--- src/hw/ctr_params.svh ---
// constants for the commutation tuning register bank
// What this block does
// - tuning register at index 9Ch, resets to 00200000h, bit 21 set
// - bits 30..27 set blanking after each PWM edge, n microseconds
// - bits 26..24 set comparator deglitch time, n microseconds
// - bit 22 one enables the high-inductance degauss filter
// - bits 20..18 cap align duty: 10,15,20,25,30,40,50,100 percent
// - bits 17..16 give standby exit hysteresis of 0 to 3 percent
// - fault settings registers at indexes 92h and 94h, reset zero
// - every read/write field reads back and resets to its default
`ifndef CTR_PARAMS_SVH
`define CTR_PARAMS_SVH

// -------------------------------------------------------------
// register indexes (byte address is four times the index)
// -------------------------------------------------------------
`define CTR_IDX_FAULT_ONE 12'h092
`define CTR_IDX_FAULT_TWO 12'h094
`define CTR_IDX_TUNING 12'h09C

// -------------------------------------------------------------
// reset values
// -------------------------------------------------------------
`define CTR_RST_FAULT_ONE 32'h0000_0000
`define CTR_RST_FAULT_TWO 32'h0000_0000
`define CTR_RST_TUNING 32'h0020_0000

// -------------------------------------------------------------
// tuning field positions
// -------------------------------------------------------------
`define CTR_BLANK_MSB 30
`define CTR_BLANK_LSB 27
`define CTR_DEGL_MSB 26
`define CTR_DEGL_LSB 24
`define CTR_FILT_BIT 22
`define CTR_ALIGN_MSB 20
`define CTR_ALIGN_LSB 18
`define CTR_HYST_MSB 17
`define CTR_HYST_LSB 16

// -------------------------------------------------------------
// align duty limits in percent, codes 0..7
// -------------------------------------------------------------
`define CTR_ALIGN_PCT_TABLE {7'd100, 7'd50, 7'd40, 7'd30, 7'd25, 7'd20, 7'd15, 7'd10}

// -------------------------------------------------------------
// timing
// -------------------------------------------------------------
`define CTR_CLK_PERIOD_NS 100
`define CTR_STEP_TIME_NS 1000
`define CTR_CYC_PER_STEP (`CTR_STEP_TIME_NS / `CTR_CLK_PERIOD_NS)

`endif

--- src/hw/ctr_pkg.sv ---
// types of the commutation tuning register bank
package ctr_pkg;

   // field view of the tuning register
   typedef struct packed {
      logic parity;
      logic [3:0] blank;
      logic [2:0] deglitch;
      logic rsvd_23;
      logic filter_en;
      logic rsvd_21;
      logic [2:0] align;
      logic [1:0] hyst;
      logic [15:0] rsvd_low;
   } ctr_tuning_s;

   typedef logic [31:0] ctr_word_t;

endpackage : ctr_pkg

--- src/hw/ctr_wr_if.sv ---
// write carrier from the bus slave to the register words
`timescale 1ns/10ps
`default_nettype none
interface ctr_wr_if;
   import ctr_pkg::*;
   ctr_word_t wdata;
   logic [3:0] strb;

   modport source (output wdata, output strb);
   modport sink (input wdata, input strb);
endinterface : ctr_wr_if
`default_nettype wire

--- src/hw/ctr_regs.sv ---
// commutation tuning register bank with apb slave and setting timers
`timescale 1ns/10ps
`default_nettype none
`include "ctr_params.svh"
module ctr_regs #(
   parameter int ADDR_W = 12,
   parameter int TICK_W = 8
) (
   input wire logic pclk,
   input wire logic presetn,
   input wire logic psel,
   input wire logic penable,
   input wire logic pwrite,
   input wire logic [ADDR_W-1:0] paddr,
   input wire logic [31:0] pwdata,
   input wire logic [3:0] pstrb,
   output logic pready,
   output logic [31:0] prdata,
   output logic pslverr,
   input wire logic pwm_edge,
   input wire logic comparator_pin,
   output logic blanking_active,
   output logic comparator_filtered,
   output logic high_inductance_filter_enable,
   output logic [6:0] align_duty_limit_pct,
   output logic [1:0] standby_exit_hysteresis,
   output logic [3:0] edge_blanking_time,
   output logic [2:0] comparator_deglitch_time,
   output logic [31:0] fault_settings_one,
   output logic [31:0] fault_settings_two
);
   import ctr_pkg::*;

   // -------------------------------------------------------------
   // elaboration checks
   // -------------------------------------------------------------
   localparam int MAX_BLANK_CYC = 15 * `CTR_CYC_PER_STEP;
   localparam int CYC_PER_STEP = `CTR_CYC_PER_STEP;

   // refuse sizes the decode and timers cannot serve
   if (ADDR_W < 12 || ADDR_W > 32) begin : g_bad_addr
      $error("ADDR_W must be between 12 and 32");
   end
   if (MAX_BLANK_CYC >= (1 << TICK_W)) begin : g_bad_tick
      $error("TICK_W too narrow for the longest interval");
   end
   if (CYC_PER_STEP < 1) begin : g_bad_clk
      $error("clock too slow for one microsecond step");
   end

   // -------------------------------------------------------------
   // bus decode
   // -------------------------------------------------------------
   localparam logic [ADDR_W-1:0] ADDR_FAULT_ONE = ADDR_W'({`CTR_IDX_FAULT_ONE, 2'b00});
   localparam logic [ADDR_W-1:0] ADDR_FAULT_TWO = ADDR_W'({`CTR_IDX_FAULT_TWO, 2'b00});
   localparam logic [ADDR_W-1:0] ADDR_TUNING = ADDR_W'({`CTR_IDX_TUNING, 2'b00});

   wire logic hit_fault_one;
   wire logic hit_fault_two;
   wire logic hit_tuning;
   wire logic hit_any;
   wire logic setup_phase;
   wire logic access_done;
   wire logic do_write;
   logic pready_q;

   // address match per register word
   assign hit_fault_one = (paddr == ADDR_FAULT_ONE);
   assign hit_fault_two = (paddr == ADDR_FAULT_TWO);
   assign hit_tuning = (paddr == ADDR_TUNING);
   assign hit_any = hit_fault_one | hit_fault_two | hit_tuning;

   // transfer phases
   assign setup_phase = psel & ~penable;
   assign access_done = psel & penable & pready_q;
   assign do_write = access_done & pwrite & hit_any;

   // -------------------------------------------------------------
   // register words
   // -------------------------------------------------------------
   ctr_wr_if wr_bus ();
   ctr_word_t fault_one_w;
   ctr_word_t fault_two_w;
   ctr_word_t tuning_w;
   ctr_tuning_s tuning_f;

   // shared write data and byte lanes
   assign wr_bus.wdata = pwdata;
   assign wr_bus.strb = pstrb;

   // first fault settings word
   ctr_reg_word #(
      .RESET_VALUE(`CTR_RST_FAULT_ONE)
   ) u_fault_one (
      .pclk(pclk),
      .presetn(presetn),
      .wr_en(do_write & hit_fault_one),
      .wr(wr_bus.sink),
      .value(fault_one_w)
   );

   // second fault settings word
   ctr_reg_word #(
      .RESET_VALUE(`CTR_RST_FAULT_TWO)
   ) u_fault_two (
      .pclk(pclk),
      .presetn(presetn),
      .wr_en(do_write & hit_fault_two),
      .wr(wr_bus.sink),
      .value(fault_two_w)
   );

   // algorithm tuning word, all bits stored incl. reserved
   ctr_reg_word #(
      .RESET_VALUE(`CTR_RST_TUNING)
   ) u_tuning (
      .pclk(pclk),
      .presetn(presetn),
      .wr_en(do_write & hit_tuning),
      .wr(wr_bus.sink),
      .value(tuning_w)
   );

   assign tuning_f = ctr_tuning_s'(tuning_w);

   // -------------------------------------------------------------
   // bus answer
   // -------------------------------------------------------------
   logic pslverr_q;
   ctr_word_t prdata_q;
   ctr_word_t rd_mux;

   // read select, unmapped reads return zero
   assign rd_mux = hit_tuning ? tuning_w :
                   hit_fault_one ? fault_one_w :
                   hit_fault_two ? fault_two_w : 32'h0000_0000;

   // answer prepared in setup, shown through the access phase
   always_ff @(posedge pclk or negedge presetn) begin
      if (!presetn) begin
         pready_q <= 1'b0;
         pslverr_q <= 1'b0;
         prdata_q <= 32'h0000_0000;
      end else begin
         pready_q <= setup_phase;
         pslverr_q <= setup_phase & ~hit_any;
         if (setup_phase) begin
            prdata_q <= pwrite ? 32'h0000_0000 : rd_mux;
         end
      end
   end

   assign pready = pready_q;
   assign pslverr = pslverr_q;
   assign prdata = prdata_q;

   // -------------------------------------------------------------
   // setting decode
   // -------------------------------------------------------------
   localparam logic [55:0] ALIGN_TABLE = `CTR_ALIGN_PCT_TABLE;
   localparam logic [TICK_W-1:0] STEP_CYC = TICK_W'(CYC_PER_STEP);

   wire logic [6:0] align_pct;
   wire logic [TICK_W-1:0] blank_cyc;
   wire logic [TICK_W-1:0] degl_cyc;

   // align duty code picks a percent from the table
   assign align_pct = ALIGN_TABLE[tuning_f.align*7 +: 7];
   // microsecond codes scaled to clock cycles
   assign blank_cyc = TICK_W'(tuning_f.blank * STEP_CYC);
   assign degl_cyc = TICK_W'(tuning_f.deglitch * STEP_CYC);

   logic filt_q;
   logic [6:0] align_q;
   logic [1:0] hyst_q;
   logic [3:0] blank_code_q;
   logic [2:0] degl_code_q;
   ctr_word_t fault_one_q;
   ctr_word_t fault_two_q;

   // settings driven out from flip-flops
   always_ff @(posedge pclk or negedge presetn) begin
      if (!presetn) begin
         filt_q <= 1'b0;
         align_q <= 7'h0A;
         hyst_q <= 2'h0;
         blank_code_q <= 4'h0;
         degl_code_q <= 3'h0;
         fault_one_q <= `CTR_RST_FAULT_ONE;
         fault_two_q <= `CTR_RST_FAULT_TWO;
      end else begin
         filt_q <= tuning_f.filter_en;
         align_q <= align_pct;
         hyst_q <= tuning_f.hyst;
         blank_code_q <= tuning_f.blank;
         degl_code_q <= tuning_f.deglitch;
         fault_one_q <= fault_one_w;
         fault_two_q <= fault_two_w;
      end
   end

   assign high_inductance_filter_enable = filt_q;
   assign align_duty_limit_pct = align_q;
   assign standby_exit_hysteresis = hyst_q;
   assign edge_blanking_time = blank_code_q;
   assign comparator_deglitch_time = degl_code_q;
   assign fault_settings_one = fault_one_q;
   assign fault_settings_two = fault_two_q;

   // -------------------------------------------------------------
   // blanking after pwm edges
   // -------------------------------------------------------------
   logic [TICK_W-1:0] blank_cnt_q;
   logic [TICK_W-1:0] blank_cnt_d;
   logic blank_q;

   // an edge restarts the window, zero code means no blanking
   assign blank_cnt_d = pwm_edge ? blank_cyc :
                        (blank_cnt_q != '0) ? blank_cnt_q - TICK_W'(1) : blank_cnt_q;

   // window counter and its flag
   always_ff @(posedge pclk or negedge presetn) begin
      if (!presetn) begin
         blank_cnt_q <= '0;
         blank_q <= 1'b0;
      end else begin
         blank_cnt_q <= blank_cnt_d;
         blank_q <= (blank_cnt_d != '0);
      end
   end

   assign blanking_active = blank_q;

   // -------------------------------------------------------------
   // comparator deglitch
   // -------------------------------------------------------------
   logic cmp_meta_q;
   logic cmp_sync_q;
   logic cmp_out_q;
   logic [TICK_W-1:0] stable_cnt_q;
   wire logic cmp_differs;
   wire logic cmp_accept;

   // pin passes two flip-flops first
   always_ff @(posedge pclk or negedge presetn) begin
      if (!presetn) begin
         cmp_meta_q <= 1'b0;
         cmp_sync_q <= 1'b0;
      end else begin
         cmp_meta_q <= comparator_pin;
         cmp_sync_q <= cmp_meta_q;
      end
   end

   // new level accepted once it has held for the deglitch time
   assign cmp_differs = (cmp_sync_q != cmp_out_q);
   assign cmp_accept = cmp_differs & (stable_cnt_q >= degl_cyc);

   // count how long the new level has held, ignored in blanking
   always_ff @(posedge pclk or negedge presetn) begin
      if (!presetn) begin
         stable_cnt_q <= '0;
         cmp_out_q <= 1'b0;
      end else if (!cmp_differs || blank_q) begin
         stable_cnt_q <= '0;
      end else if (cmp_accept) begin
         stable_cnt_q <= '0;
         cmp_out_q <= cmp_sync_q;
      end else begin
         stable_cnt_q <= stable_cnt_q + TICK_W'(1);
      end
   end

   assign comparator_filtered = cmp_out_q;
endmodule : ctr_regs
`default_nettype wire

--- src/hw/ctr_reg_word.sv ---
// one 32-bit read/write register word with byte strobes
`timescale 1ns/10ps
`default_nettype none
module ctr_reg_word #(
   parameter logic [31:0] RESET_VALUE = 32'h0000_0000
) (
   input wire logic pclk,
   input wire logic presetn,
   input wire logic wr_en,
   ctr_wr_if.sink wr,
   output logic [31:0] value
);
   import ctr_pkg::*;

   ctr_word_t word_q;
   ctr_word_t word_d;

   // byte lanes merge the new data into the stored word
   always_comb begin
      word_d = word_q;
      for (int i = 0; i < 4; i++) begin
         if (wr_en && wr.strb[i]) begin
            word_d[i*8 +: 8] = wr.wdata[i*8 +: 8];
         end
      end
   end

   // storage, default value under reset
   always_ff @(posedge pclk or negedge presetn) begin
      if (!presetn) begin
         word_q <= RESET_VALUE;
      end else begin
         word_q <= word_d;
      end
   end

   assign value = word_q;
endmodule : ctr_reg_word
`default_nettype wire

--- config.mk ---
export PLATFORM = sky130hd
export DESIGN_NAME = ctr_regs
export DESIGN_NICKNAME = d
export VERILOG_FILES = /design/src/hw/ctr_pkg.sv /design/src/hw/ctr_wr_if.sv /design/src/hw/ctr_regs.sv /design/src/hw/ctr_reg_word.sv
export VERILOG_INCLUDE_DIRS = /design/src /design/src/hw
export SDC_FILE = /design/constraint.sdc
export NUM_CORES = 1
export LEC_CHECK = 0
export BUFFER_PORTS_ARGS = -buffer_cell sky130_fd_sc_hd__buf_2
export CAP_MARGIN = 0
export CORE_MARGIN = 1.5
export CORE_UTILIZATION = 55
export CTS_CLUSTER_DIAMETER = 30
export DETAILED_ROUTE_END_ITERATION = 6
export PLACE_DENSITY_LB_ADDON = 0.08
export SLEW_MARGIN = 30
export SYNTH_ARGS = -nofsm -noshare
export SYNTH_HDL_FRONTEND = slang
export SYNTH_HIERARCHICAL = 1
export SYNTH_SLANG_ARGS = --single-unit
--- constraint.sdc ---
create_clock -name pclk -period 3.3 [get_ports pclk]
set_clock_uncertainty 0.15 [all_clocks]
set_input_delay 0.33 -clock pclk [delete_from_list [all_inputs] [get_ports pclk]]
set_output_delay 0.33 -clock pclk [all_outputs]
set_load 0.005 [all_outputs]
# ---- Word level (Yosys, flattened, before mapping)
# Index checks and enable logic that the tools add are counted.
# W data, S select, Z words.
dict set report totals {
  reg_bits 231
  latch_bits 0
  mem_bits_rw 0
  romBits 0
  in_bits 55
  out_inout_bits 117
  wordCells 79
  mem_count 0
}
dict set report op_classes {
  add_sub_neg 2
  multipliers 3
  div 0
  n_lt_le_gt_ge 1
  n_eq_ne 4
  n_shift 1
  n_mux 8
  bitwise 15
  reduce_logical 17
}
# operator count
set op_table {}
lappend op_table {{$mux W32} 4}
lappend op_table {{$shiftx A56 B7 Y7 const A} 1}
lappend op_table {{$eq A12 B10 Y1 const B} 3}
lappend op_table {{$mux W8} 4}
lappend op_table {{$reduce_bool A8 Y1} 2}
lappend op_table {{$logic_and A1 B1 Y1} 12}
lappend op_table {{$mul A3 B3 Y6 const B} 2}
lappend op_table {{$and A1 B1 Y1} 10}
lappend op_table {{$add A8 B1 Y8 const B} 1}
lappend op_table {{$ge A8 B7 Y1} 1}
lappend op_table {{$sub A8 B1 Y8 const B} 1}
lappend op_table {{$mul A4 B3 Y7 const B} 1}
lappend op_table {{$not A1 Y1} 3}
lappend op_table {{$or A1 B1 Y1} 2}
lappend op_table {{$reduce_and A2 Y1} 1}
lappend op_table {{$logic_not A1 Y1} 1}
lappend op_table {{$logic_or A1 B1 Y1} 1}
lappend op_table {{$ne A1 B1 Y1} 1}

# ---- Logic depth before layout (Yosys ltp)
# Gate-level depths: netlist (run 1).
dict set report depth {
  ltp_word 6
  ltp_mapped 10
  mapped_depth_nobuf 10
}

# ---- Hierarchy
# Netlist (run 1), hierarchy kept.
# mod n_inst cells_per_inst area_per_inst_um2 seq_area_each_um2
set by_module_without_submodules {}
lappend by_module_without_submodules {ctr_regs 1 384 5064.9 3380.7}
lappend by_module_without_submodules {{ctr_reg_word at u_fault_one ...} 2 68 1186.1 800.8}
lappend by_module_without_submodules {{ctr_reg_word at u_tuning} 1 68 1187.4 802.0}

# ---- Worst setup path before layout (run 1)
# No wires, ideal clock.
dict set report synth_path {
  kind {input to register}
  startpoint {in paddr[0]}
  endpoint {reg u_fault_one.word_q[10], in the netlist u_fault_one/value[10]}
  setup_time_ns 0.125
  t_arrival_ns 2.814
  required_time_ns 3.025
  slack_ns 0.211
  stages 8
  path_buffers 1
  path_cell_list {or4b_1 > or3_1 > nor4b_2 > clkbuf_1 > inv_2 > nor2_1 > nand2_2 > mux2_2}
}
dict set report synth_via {
  elab_chain_len 6
  word_cells_on_any_way 8
  classes_between {eq/ne: 3; bitwise: 4; reduce/logical: 1}
}
# item line
set synth_lines {}
lappend synth_lines {{from (decl)} ctr_regs.sv:14} ;# input wire logic [ADDR_W-1:0] paddr,
lappend synth_lines {{$eq A12 B10 Y1, on equally long branches} {ctr_regs.sv:68, ctr_regs.sv:69}}
lappend synth_lines {{$or A1 B1 Y1 (2 in a row)} ctr_regs.sv:71} ;# assign hit_any = hit_fault_one | hit_fault_two | hit_tuning;
lappend synth_lines {{$and A1 B1 Y1} ctr_regs.sv:76} ;# assign do_write = access_done & pwrite & hit_any;
lappend synth_lines {{$and A1 B1 Y1 *} ctr_regs.sv:97} ;# .wr_en(do_write & hit_fault_one),
lappend synth_lines {{$logic_and A1 B1 Y1 *} ctr_reg_word.sv:22} ;# if (wr_en && wr.strb[i]) begin
lappend synth_lines {{to (signal assigned)} ctr_reg_word.sv:33} ;# word_q <= word_d;
lappend synth_lines {{to (decl)} ctr_reg_word.sv:15} ;# ctr_word_t word_q;
# Mark *: on every way between the ends. The rest lies on a longest branch, timed or not.
# A chain may end at the register's enable or synchronous reset.

# ---- Final worst setup path (run 1)
dict set report layout_path {
  startpoint {reg u_tuning.word_q[30], in the netlist u_tuning/value[30]}
  endpoint {reg blank_q, in the netlist blanking_active}
}
dict set report layout_via {
  elab_chain_len 3
}
# item line
set layout_lines {}
lappend layout_lines {{from (decl)} ctr_reg_word.sv:15}
lappend layout_lines {{from (signal assigned)} ctr_reg_word.sv:33}
lappend layout_lines {{$mul A4 B3 Y7} ctr_regs.sv:170} ;# assign blank_cyc = TICK_W'(tuning_f.blank * STEP_CYC);
lappend layout_lines {{$mux W8} ctr_regs.sv:218} ;# assign blank_cnt_d = pwm_edge ? blank_cyc :
lappend layout_lines {{net blank_cnt_d[6]} ctr_regs.sv:214} ;# logic [TICK_W-1:0] blank_cnt_d;
lappend layout_lines {{$reduce_bool A8 Y1} ctr_regs.sv:228} ;# blank_q <= (blank_cnt_d != '0);
lappend layout_lines {{to (signal assigned)} ctr_regs.sv:228}
lappend layout_lines {{to (decl)} ctr_regs.sv:215} ;# logic blank_q;
# The timed path passes the listed nets, and every way through them passes these cells.

==> results_dict.tcl, run 1 <==
set metrics [dict create \
    syn_nets 663 \
    dp_hpwl_um 13400 \
    grt_pass1_wl_um 33400 \
    power.density_nw_per_um2 655 \
    placed_area_um2 9840 \
    layout_min_cycle_time_ns 3.06 \
    num_vias 5860 \
    layoutNonFillerInstCount 1069 \
    routed_via_density 5.48 \
    initial_core_util_pct 56.5 \
    outcome "finished, final reports clean" \
    postCtsSetupRepairBufs 0 \
    die_h_um 128 \
    synth_seq_cells 231 \
    start_kind "register" \
    leakage_nw 6.00 \
    required_ns 3.51 \
    vdd_drop_max_v 0.000509 \
    cts_sinks 231 \
    row_count 45 \
    grt_pass1_vias 6389 \
    drt_iter0_markers 252 \
    slew_headroom_pct 55.3 \
    clk_pin_slew_ns 0.04 \
    drc 0 \
    fmax_mhz 327 \
    antenna_cells 0 \
    coreArea_um2 15300 \
    clkLatencyLatePin_ns 0.50 \
    synth_edf_count 0 \
    rsz0062_at_grt "no" \
    finalPower_w 0.00758 \
    fin_nets 905 \
    globalRouteOverflowTotal 0 \
    die_area_um2 16400 \
    min_to "blank_cnt_q[0]" \
    crit_type "register to register" \
    antenna_found_initial 1 \
    syn_inst 588 \
    setup_viol 0 \
    yosys_warnings 6 \
    r2r_setup_slack_ns 0.24 \
    min_from "pwm_edge" \
    synth_area_um2 8620 \
    avgSynthCellArea_um2 14.7 \
    final_area_um2 11600 \
    die_x_um 128 \
    holdPathStages 2 \
    ys_seq_area_share_pct 67.1 \
    synthToLayoutAreaGrowth_pct 34.1 \
    end_kind "register" \
    cts_buffer_depth 3 \
    hold_viol 0 \
    reg2regPathDepth 9 \
    firstDrtPassIters 5 \
    cts_root_buf "clkbuf_16" \
    boundaryPins 172 \
    rr_endpoint "blanking_active" \
    port_buffers 171 \
    drv_slew 0 \
    ys.flop_type "dfrtp_1" \
    grt_start_max_net_pins 94 \
    tns_ns 0 \
    drv_cap 0 \
    worst_slew_pin_slew_ns 0.671 \
    period_share_pct 92.6 \
    dp_cells 965 \
    synthArstFlopShare_pct 100 \
    ys_types 49 \
    r2r_start "u_tuning/value[30]" \
    post_drt_wl_per_cell_um 19.6 \
    cts_tree "yes" \
    grt_usage_pct 26.7 \
    htree_levels 2 \
    holdWs_ns 0.0358 \
    drt_wl_total_um 21000 \
    arrival_ns 3.27 \
    final_layout_size_suffix_gt1_share_pct 43.2 \
    crit_fanout 6 \
    gp_congestion 0.803 \
    antenna_left 0 \
    holdCritPathClass "input pin to register" \
    cts_buffers 40 \
]
==> stage by stage <==
stage | setup WS [ns] | util (%)
3_5_place_dp | 0.190 | 64.5
2_1_floorplan | 0.211 | -
4_1_cts | 0.163 | 75.8
6_report | 0.244 | 75.8
3_3_place_gp | 0.406 | 64.5
5_1_grt | 0.0795 | 75.8
==> logic make-up (layout without fill, tap and decap cells) <==
group	count (synthesis)	in the layout	synth area share [%]
xor gates and xnor gates	13	13	1.32
adders and majority gates	20	20	2.99
and+or+nand+nor	74	74	5.03
DFF	231	231	67.1
muxes	101	101	13.1
AOI/OAI and AO/OA	113	113	8.88
buffers and inverters	36	306	1.57
==> metal layers <==
layer	GRT usage, %	vias to the layer above	wire [um]
li1	-	2626	-
met1	32.5	2961	8260
met2	44.9	211	10600
met3	6.59	62	1350
met4	12.8	0	787
met5	0	-	0
==> report_power, final <==
part	internal [W]	switching, W	leakage (nW)
sequential	0.00289	0.0000566	3.20
clock	0.00287	0.00130	0.681
combinational	0.000206	0.000255	2.12
total	0.00597	0.00161	6.00
==> cell usage after synthesis (4+ instances only) <==
cell type | n | area share (%)
mux2_2 | 97 | 13
nand2b_1 | 5 | 0.36
inv_1 | 16 | 0.70
nand3_1 | 6 | 0.35
xnor2_1 | 6 | 0.61
nand2_1 | 6 | 0.26
ha_1 | 19 | 2.8
a21oi_1 | 4 | 0.23
nor2_1 | 18 | 0.78
and3_1 | 4 | 0.29
clkbuf_1 | 16 | 0.70
a22oi_1 | 64 | 5.6
dfrtp_1 | 228 | 66
o21ai_1 | 32 | 1.9
nand2_2 | 12 | 0.87
xor2_1 | 7 | 0.71
==> area by class of cell <==
| cell class | count | area [um^2] |
|---|---|---|
| multi-input combinational | 321 | 2730 |
| clock inverter | 18 | 248 |
| inverter | 17 | 63.8 |
| sequential | 231 | 5780 |
| timing repair buffer | 219 | 1340 |
| fill | 909 | 3700 |
| clock buffer | 52 | 1140 |
| tap | 211 | 264 |
==> registers in the layout, indices dropped and copies added (netlist names), 2 cells and up <==
name / flops
align_duty_limit_pct: 7
blank_cnt_q: 8
comparator_deglitch_time: 3
edge_blanking_time: 4
fault_settings_one: 32
fault_settings_two: 32
prdata: 32
stable_cnt_q: 8
standby_exit_hysteresis: 2
u_fault_one/value: 32
u_fault_two/value: 32
u_tuning/value: 32
==> cell usage in the layout (no fill, tap or decap), types with 6 or more instances in the layout <==
cell type	count
a22oi_1	64
buf_2	170
buf_4	12
bufinv_16	6
clkbuf_16	41
clkbuf_8	7
clkinv_2	9
dfrtp_1	228
dlygate4sd3_1	34
ha_1	19
inv_1	16
mux2_2	97
nand2_1	6
nand2_2	12
nand3_1	6
nor2_1	18
o21ai_1	32
xnor2_1	6
xor2_1	7
==> worst max-delay path by stage <==
stage / endpoint / cells after the start / startpoint / slack, ns
floorplan: u_fault_one/value[10] / 8 / paddr[0] / 0.21
global placement: u_tuning/value[30] / 7 / paddr[0] / 0.41
detailed placement: stable_cnt_q[0] / 9 / u_tuning/value[26] / 0.19
CTS: stable_cnt_q[2] / 9 / u_tuning/value[26] / 0.16
global route: stable_cnt_q[5] / 10 / u_tuning/value[26] / 0.08
finish: blanking_active / 9 / u_tuning/value[30] / 0.24
==> timing repair <==
action	CTS	global route
hold buffers	34	0
hold endpoints to repair	185	0
resized for setup	0	1
endpoints found under the setup margin	0	3
==> critical path: stages, from the launching register on <==
cell,delay (ns)
dfrtp_1,0.46
ha_1,0.32
ha_1,0.17
inv_1,0.06
fa_1,0.38
xor2_1,0.16
nand2_1,0.07
o31a_2,0.12
or4_1,0.52
or4b_1,0.49
No activity file was read; power rests on OpenSTA's default activity.
==> run 2, diff against run 1 <==
--- a/config.mk
+++ b/config.mk
@@ -16,5 +16,4 @@
 export SLEW_MARGIN = 30
 export SYNTH_ARGS = -nofsm -noshare
 export SYNTH_HDL_FRONTEND = slang
-export SYNTH_HIERARCHICAL = 1
 export SYNTH_SLANG_ARGS = --single-unit
==> run 2 against run 1 <==
Effect of this change: sequential cell count stayed put; final cell count rose by 4.4%; design area rose by 1.9%; count of clock-buffer cells in the layout down 1; sequential power is 2% higher; register-to-register slack better by 0.03 ns; via count increased by 5.9%; worst hold slack worse by 0.0029 ns; core utilization is 0.89 points higher; first-iteration DRC count up 47%; combinational power grew 30%.
==> results_dict.tcl, run 2 <==
set metrics [dict create \
    r2r_setup_slack_ns 0.28 \
    routed_via_density 5.56 \
    initial_core_util_pct 56.8 \
    synth_edf_count 0 \
    mostFrequentLayoutCell "dfrtp_1" \
    antenna_left 0 \
    layout_min_cycle_time_ns 3.02 \
    period_share_pct 91.6 \
    synth_common_cells "dfrtp_1 (228), mux2_2 (97), a21oi_1 (70), nand2_1 (43), a221oi_1 (33)" \
    rsz0062_at_grt "no" \
    holdPathStages 2 \
    fmax_mhz 331 \
    yosys_warnings 0 \
    post_drt_wl_per_cell_um 19.5 \
    globalRouteOverflowTotal 0 \
    tns_ns 0 \
    required_ns 3.59 \
    grt_pass1_wl_um 34100 \
    syn_inst 633 \
    antenna_found_initial 0 \
    min_from "pwm_edge" \
    arrival_ns 3.31 \
    crit_fanout 8 \
    grt_pass1_vias 6609 \
    fin_nets 949 \
    synth_seq_cells 231 \
    final_layout_size_suffix_gt1_share_pct 41.2 \
    synth_largest_area_cell "dfrtp_1" \
    holdCritPathClass "input pin to register" \
    outcome "finished, final reports clean" \
    syn_nets 708 \
    end_kind "register" \
    synthArstFlopShare_pct 100 \
    dp_hpwl_um 13400 \
    cts_hold_buf 34 \
    cts_root_buf "clkbuf_16" \
    clk_pin_slew_ns 0.05 \
    min_to "blank_cnt_q[0]" \
    port_buffers 171 \
    cts_buffers 41 \
    coreArea_um2 15400 \
    drc 0 \
    drv_cap 0 \
    cts_tree "yes" \
    crit_type "register to register" \
    hold_viol 0 \
    slew_headroom_pct 45.5 \
    power.density_nw_per_um2 677 \
    avgSynthCellArea_um2 13.8 \
    r2r_start "u_tuning.value[26]" \
    dp_cells 1007 \
    die_x_um 129 \
    reg2regPathDepth 9 \
    die_area_um2 16600 \
    grt_usage_pct 26.9 \
    boundaryPins 172 \
    vdd_drop_max_v 0.000420 \
    gp_congestion 0.797 \
    drv_slew 0 \
    setup_viol 0 \
    rr_endpoint "stable_cnt_q[7]" \
    ys.flop_type "dfrtp_1" \
    synthToLayoutAreaGrowth_pct 35.0 \
    wl_met1_um 9150 \
    routed-wl-met3_um 1380 \
    layoutNonFillerInstCount 1116 \
    grt_start_max_net_pins 112 \
    synth.top_cell.area_share_pct 65.4 \
    drt_iter0_markers 370 \
    final_cell_mix "dfrtp_1 (228), buf_2 (170), mux2_2 (97), a21oi_1 (70), nand2_1 (43)" \
    dr.max_layer_used "met4" \
    cts_buffer_depth 3 \
    clkLatencyLatePin_ns 0.53 \
    num_vias 6204 \
    drt_wl_total_um 21800 \
    cts_sinks 231 \
    yosys-top-cells-area "dfrtp_1 (65%), mux2_2 (13%), a21oi_1 (4.0%)" \
    die_h_um 129 \
    worst_slew_pin_slew_ns 0.818 \
    row_count 45 \
    postCtsSetupRepairBufs 0 \
    post_cts_resized 0 \
    leakage_nw 6.06 \
    antenna_cells 0 \
    synth.most_common_cell "dfrtp_1" \
    holdWs_ns 0.0330 \
    start_kind "register" \
    ys_types 47 \
    htree_levels 2 \
    wl_met2_um 10600 \
    ys_seq_area_share_pct 66.3 \
    synth_area_um2 8730 \
    firstDrtPassIters 5 \
]
## run 2: changes by cell type after synthesis, moves of 2 or more
cell,change
or4b_1,-3
nand2_2,-12
clkbuf_1,+7
nor2_1,+7
a22oi_1,-64
nor4b_1,-2
nand3_1,+2
buf_1,-2
a221oi_1,+33
a21oi_1,+66
nand2_1,+37
nor2_2,+4
o21ai_1,-32
## run 2: layout make-up
class | instances | area [um^2]
clock buffer | 51 | 1120
clock inverter | 23 | 353
fill | 929 | 3590
inverter | 17 | 63.8
multi-input combinational | 360 | 2810
sequential | 231 | 5780
tap | 211 | 264
timing repair buffer | 223 | 1390
## run 2: metal layers
| layer | global-route usage, % | vias to the layer above |
|---|---|---|
| met3 | 6.11 | 50 |
| met2 | 43.8 | 255 |
| li1 | - | 2762 |
| met1 | 34.8 | 3137 |
| met5 | 0 | - |
| met4 | 12.3 | 0 |
## run 2: cell families after synthesis
logic type	share of synthesized area [%]
DFF	66.3
AOI/OAI and AO/OA	8.51
and+or+nand+nor	6.18
muxes	13.0
buffers and inverters	1.82
adders and majority gates	2.95
xor gates and xnor gates	1.30
## run 2: through the flow
stage,util (%),area [um^2],setup WS [ns],power [W]
finish,76.7,11800,0.278,0.00797
global route,76.7,11800,0.0172,0.00824
floorplan,-,8730,0.572,0.00335
detailed placement,64.7,9940,0.407,0.00359
global placement,64.7,9940,0.454,0.00357
CTS,76.5,11800,0.285,0.00803
## run 2: worst max path at each step
stage | startpoint | end
after floorplan | u_tuning.value[30] | blanking_active
after detailed placement | u_tuning.value[26] | stable_cnt_q[6]
after global placement | u_tuning.value[26] | stable_cnt_q[5]
final | u_tuning.value[26] | stable_cnt_q[7]
after global routing | u_tuning.value[26] | stable_cnt_q[1]
after CTS | u_tuning.value[26] | stable_cnt_q[1]
## run 2: power breakdown
part	internal, W	leakage (nW)	switching [W]
Combinational	0.000267	2.19	0.000333
Sequential	0.00292	3.17	0.0000747
Clock	0.00292	0.695	0.00146
Total	0.00611	6.06	0.00187
## run 2: critical path, stage by stage (launching register included)
cell       delay [ns]
dfrtp_1          0.42
ha_1             0.23
ha_1             0.18
ha_1             0.27
inv_1            0.04
ha_1             0.29
and4b_1          0.22
a2111oi_0        0.57
nand3_1          0.39
nor2_1           0.19
==> run 3, diff against run 2 <==
--- a/config.mk
+++ b/config.mk
@@ -8,8 +8,9 @@
 export LEC_CHECK = 0
 export BUFFER_PORTS_ARGS = -buffer_cell sky130_fd_sc_hd__buf_2
 export CAP_MARGIN = 0
-export CORE_MARGIN = 1.5
+export CORE_MARGIN = 2
 export CORE_UTILIZATION = 55
+export CTS_BUF_LIST = sky130_fd_sc_hd__clkbuf_16
 export CTS_CLUSTER_DIAMETER = 30
 export DETAILED_ROUTE_END_ITERATION = 6
 export PLACE_DENSITY_LB_ADDON = 0.08
==> run 3 against run 2 <==
Effect of this change: critical path depth is the same; die area grew 1.6%; combinational power shrank 3.8%; via count shrank 1.4%; count of clock-buffer cells in the layout shrank 8; critical path type unchanged; routed wire length shrank 1.7%; maximum frequency grew 2.1%; worst hold slack gained 0.022 ns.
==> results_dict.tcl, run 3 (synthesized netlist as in run 2, its figures left out) <==
set metrics [dict create \
    firstDrtPassIters 4 \
    vdd_drop_max_v 0.000546 \
    fin_nets 946 \
    post_drt_wl_per_cell_um 19.0 \
    cts_buffers 42 \
    cts_sinks 231 \
    dp_hpwl_um 13400 \
    min_to "blank_cnt_q[0]" \
    r2r_setup_slack_ns 0.34 \
    coreArea_um2 15700 \
    pre_cts_slack_ns 0.342 \
    netSwitchingPower_w 0.00181 \
    initial_core_util_pct 55.6 \
    end_kind "register" \
    gp_congestion 0.795 \
    required_ns 3.58 \
    holdWs_ns 0.0552 \
    grt_start_max_net_pins 94 \
    routed_via_density 5.44 \
    port_buffers 171 \
    period_share_pct 89.7 \
    outcome "finished, final reports clean" \
    die_h_um 130 \
    antenna_found_initial 6 \
    crit_type "register to register" \
    post_cts_resized 0 \
    synthToLayoutAreaGrowth_pct 34.6 \
    drv_slew 0 \
    tns_ns 0 \
    rsz0062_at_grt "no" \
    fmax_mhz 338 \
    cp_slowest_cell "a2111oi_0" \
    cts_hold_buf 34 \
    cts_buffer_depth 3 \
    globalRouteOverflowTotal 0 \
    p_seq_share_pct 37.5 \
    arrival_ns 3.24 \
    worst_slew_pin_slew_ns 0.961 \
    p_int_w 0.00619 \
    clk_pin_slew_ns 0.05 \
    swShare_pct 22.6 \
    crit_fanout 8 \
    holdCritPathClass "input pin to register" \
    r2r_start "u_tuning.value[26]" \
    die_x_um 130 \
    finalPower_w 0.00800 \
    drt_wl_total_um 21400 \
    min_from "pwm_edge" \
    grt_usage_pct 26.1 \
    num_vias 6117 \
    clkLatencyLatePin_ns 0.51 \
    layout_setup_ws_ns 0.340 \
    drc 0 \
    p_comb_share_pct 7.2 \
    final_cell_mix "dfrtp_1 (228), buf_2 (170), mux2_2 (97), a21oi_1 (70)" \
    drt_iter0_markers 344 \
    crit_top_cell "ha_1" \
    die_area_um2 16900 \
    slew_headroom_pct 35.8 \
    setup_viol 0 \
    grt_pass1_wl_um 34000 \
    cts_tree "yes" \
    power.density_nw_per_um2 681 \
    row_count 46 \
    final_area_um2 11800 \
    start_kind "register" \
    final_layout_size_suffix_gt1_share_pct 40.8 \
    mostFrequentLayoutCell "dfrtp_1" \
    layout_min_cycle_time_ns 2.96 \
    leakage_nw 6.06 \
    holdPathStages 2 \
    antenna_left 0 \
    hold_viol 0 \
    cts_root_buf "clkbuf_16" \
    grt_pass1_vias 6475 \
    slowest_delay_ns 0.55 \
    postCtsSetupRepairBufs 0 \
    htree_levels 2 \
    critical_path.cell_chain "ha_1 -> ha_1 -> ha_1 -> inv_1 -> ha_1 -> and4b_1 -> a2111oi_0 -> nand3_1 -> nor2_1" \
    drv_cap 0 \
    clock_power_share_pct 55.3 \
    rr_endpoint "stable_cnt_q[4]" \
    placed_area_um2 9920 \
    boundaryPins 172 \
    reg2regPathDepth 9 \
]
## run 3: cell types whose count changed in the layout (fill, tap and decap cells not counted), moves of 4 or more
| cell | change |
|---|---|
| clkbuf_1 | -4 |
| diode_2 | +6 |
| inv_6 | +5 |
| clkbuf_8 | -6 |
| clkinvlp_4 | -4 |
| clkinv_1 | +6 |
## run 3: power by group through the flow
| stage | combinational (W) | sequential [W] | clock, W |
|---|---|---|---|
| 5_1_grt | 0.000641 | 0.00301 | 0.00462 |
| 4_1_cts | 0.000583 | 0.00300 | 0.00448 |
| 6_report | 0.000577 | 0.00300 | 0.00442 |
| 3_3_place_gp | 0.000528 | 0.00304 | 0 |
| 2_1_floorplan | 0.000320 | 0.00303 | 0 |
| 3_5_place_dp | 0.000547 | 0.00304 | 0 |
## run 3: worst max-delay path: cells and delay by family (launching register included)
kind	cells	cell delay, ns
DFF	1	0.42
buffers and inverters	1	0.04
and+or+nand+nor	3	0.79
adders and majority gates	4	0.93
AOI/OAI and AO/OA	1	0.55
## run 3: how the worst max path moves through the flow
stage                                   from              end  slack, ns  cells after the start
final                     u_tuning.value[26]  stable_cnt_q[4]       0.34                      9
after global routing      u_tuning.value[26]  stable_cnt_q[7]      0.007                     10
after CTS                 u_tuning.value[26]  stable_cnt_q[4]       0.31                      9
after detailed placement  u_tuning.value[26]  stable_cnt_q[4]       0.34                      9
after global placement    u_tuning.value[26]  stable_cnt_q[6]       0.46                      9
after floorplan           u_tuning.value[30]  blanking_active       0.57                      9
## run 3: final cells by class
type | count | area, um^2
clock inverters | 33 | 397
repair buffers | 219 | 1340
clock buffers | 43 | 1080
inverters | 17 | 63.8
multi-input cells | 360 | 2810
well taps | 216 | 270
fillers | 1076 | 3960
diodes | 6 | 15.0
flip-flops and latches | 231 | 5780
## run 3: routing by layer
metal | up-vias | GRT usage [%] | part of all wire, %
met4 | 2 | 10.4 | 2.5
met3 | 45 | 6.89 | 6.2
li1 | 2752 | - | -
met2 | 210 | 42.4 | 49
met5 | - | 0 | 0.023
met1 | 3108 | 34.0 | 42
## run 3: stage by stage
step                      utilization (%)  instances
after floorplan                         -        633
after global placement               63.2       1009
after detailed placement             63.2       1009
after CTS                            74.7       1119
after global routing                 74.7       1122
final                                74.8       1125
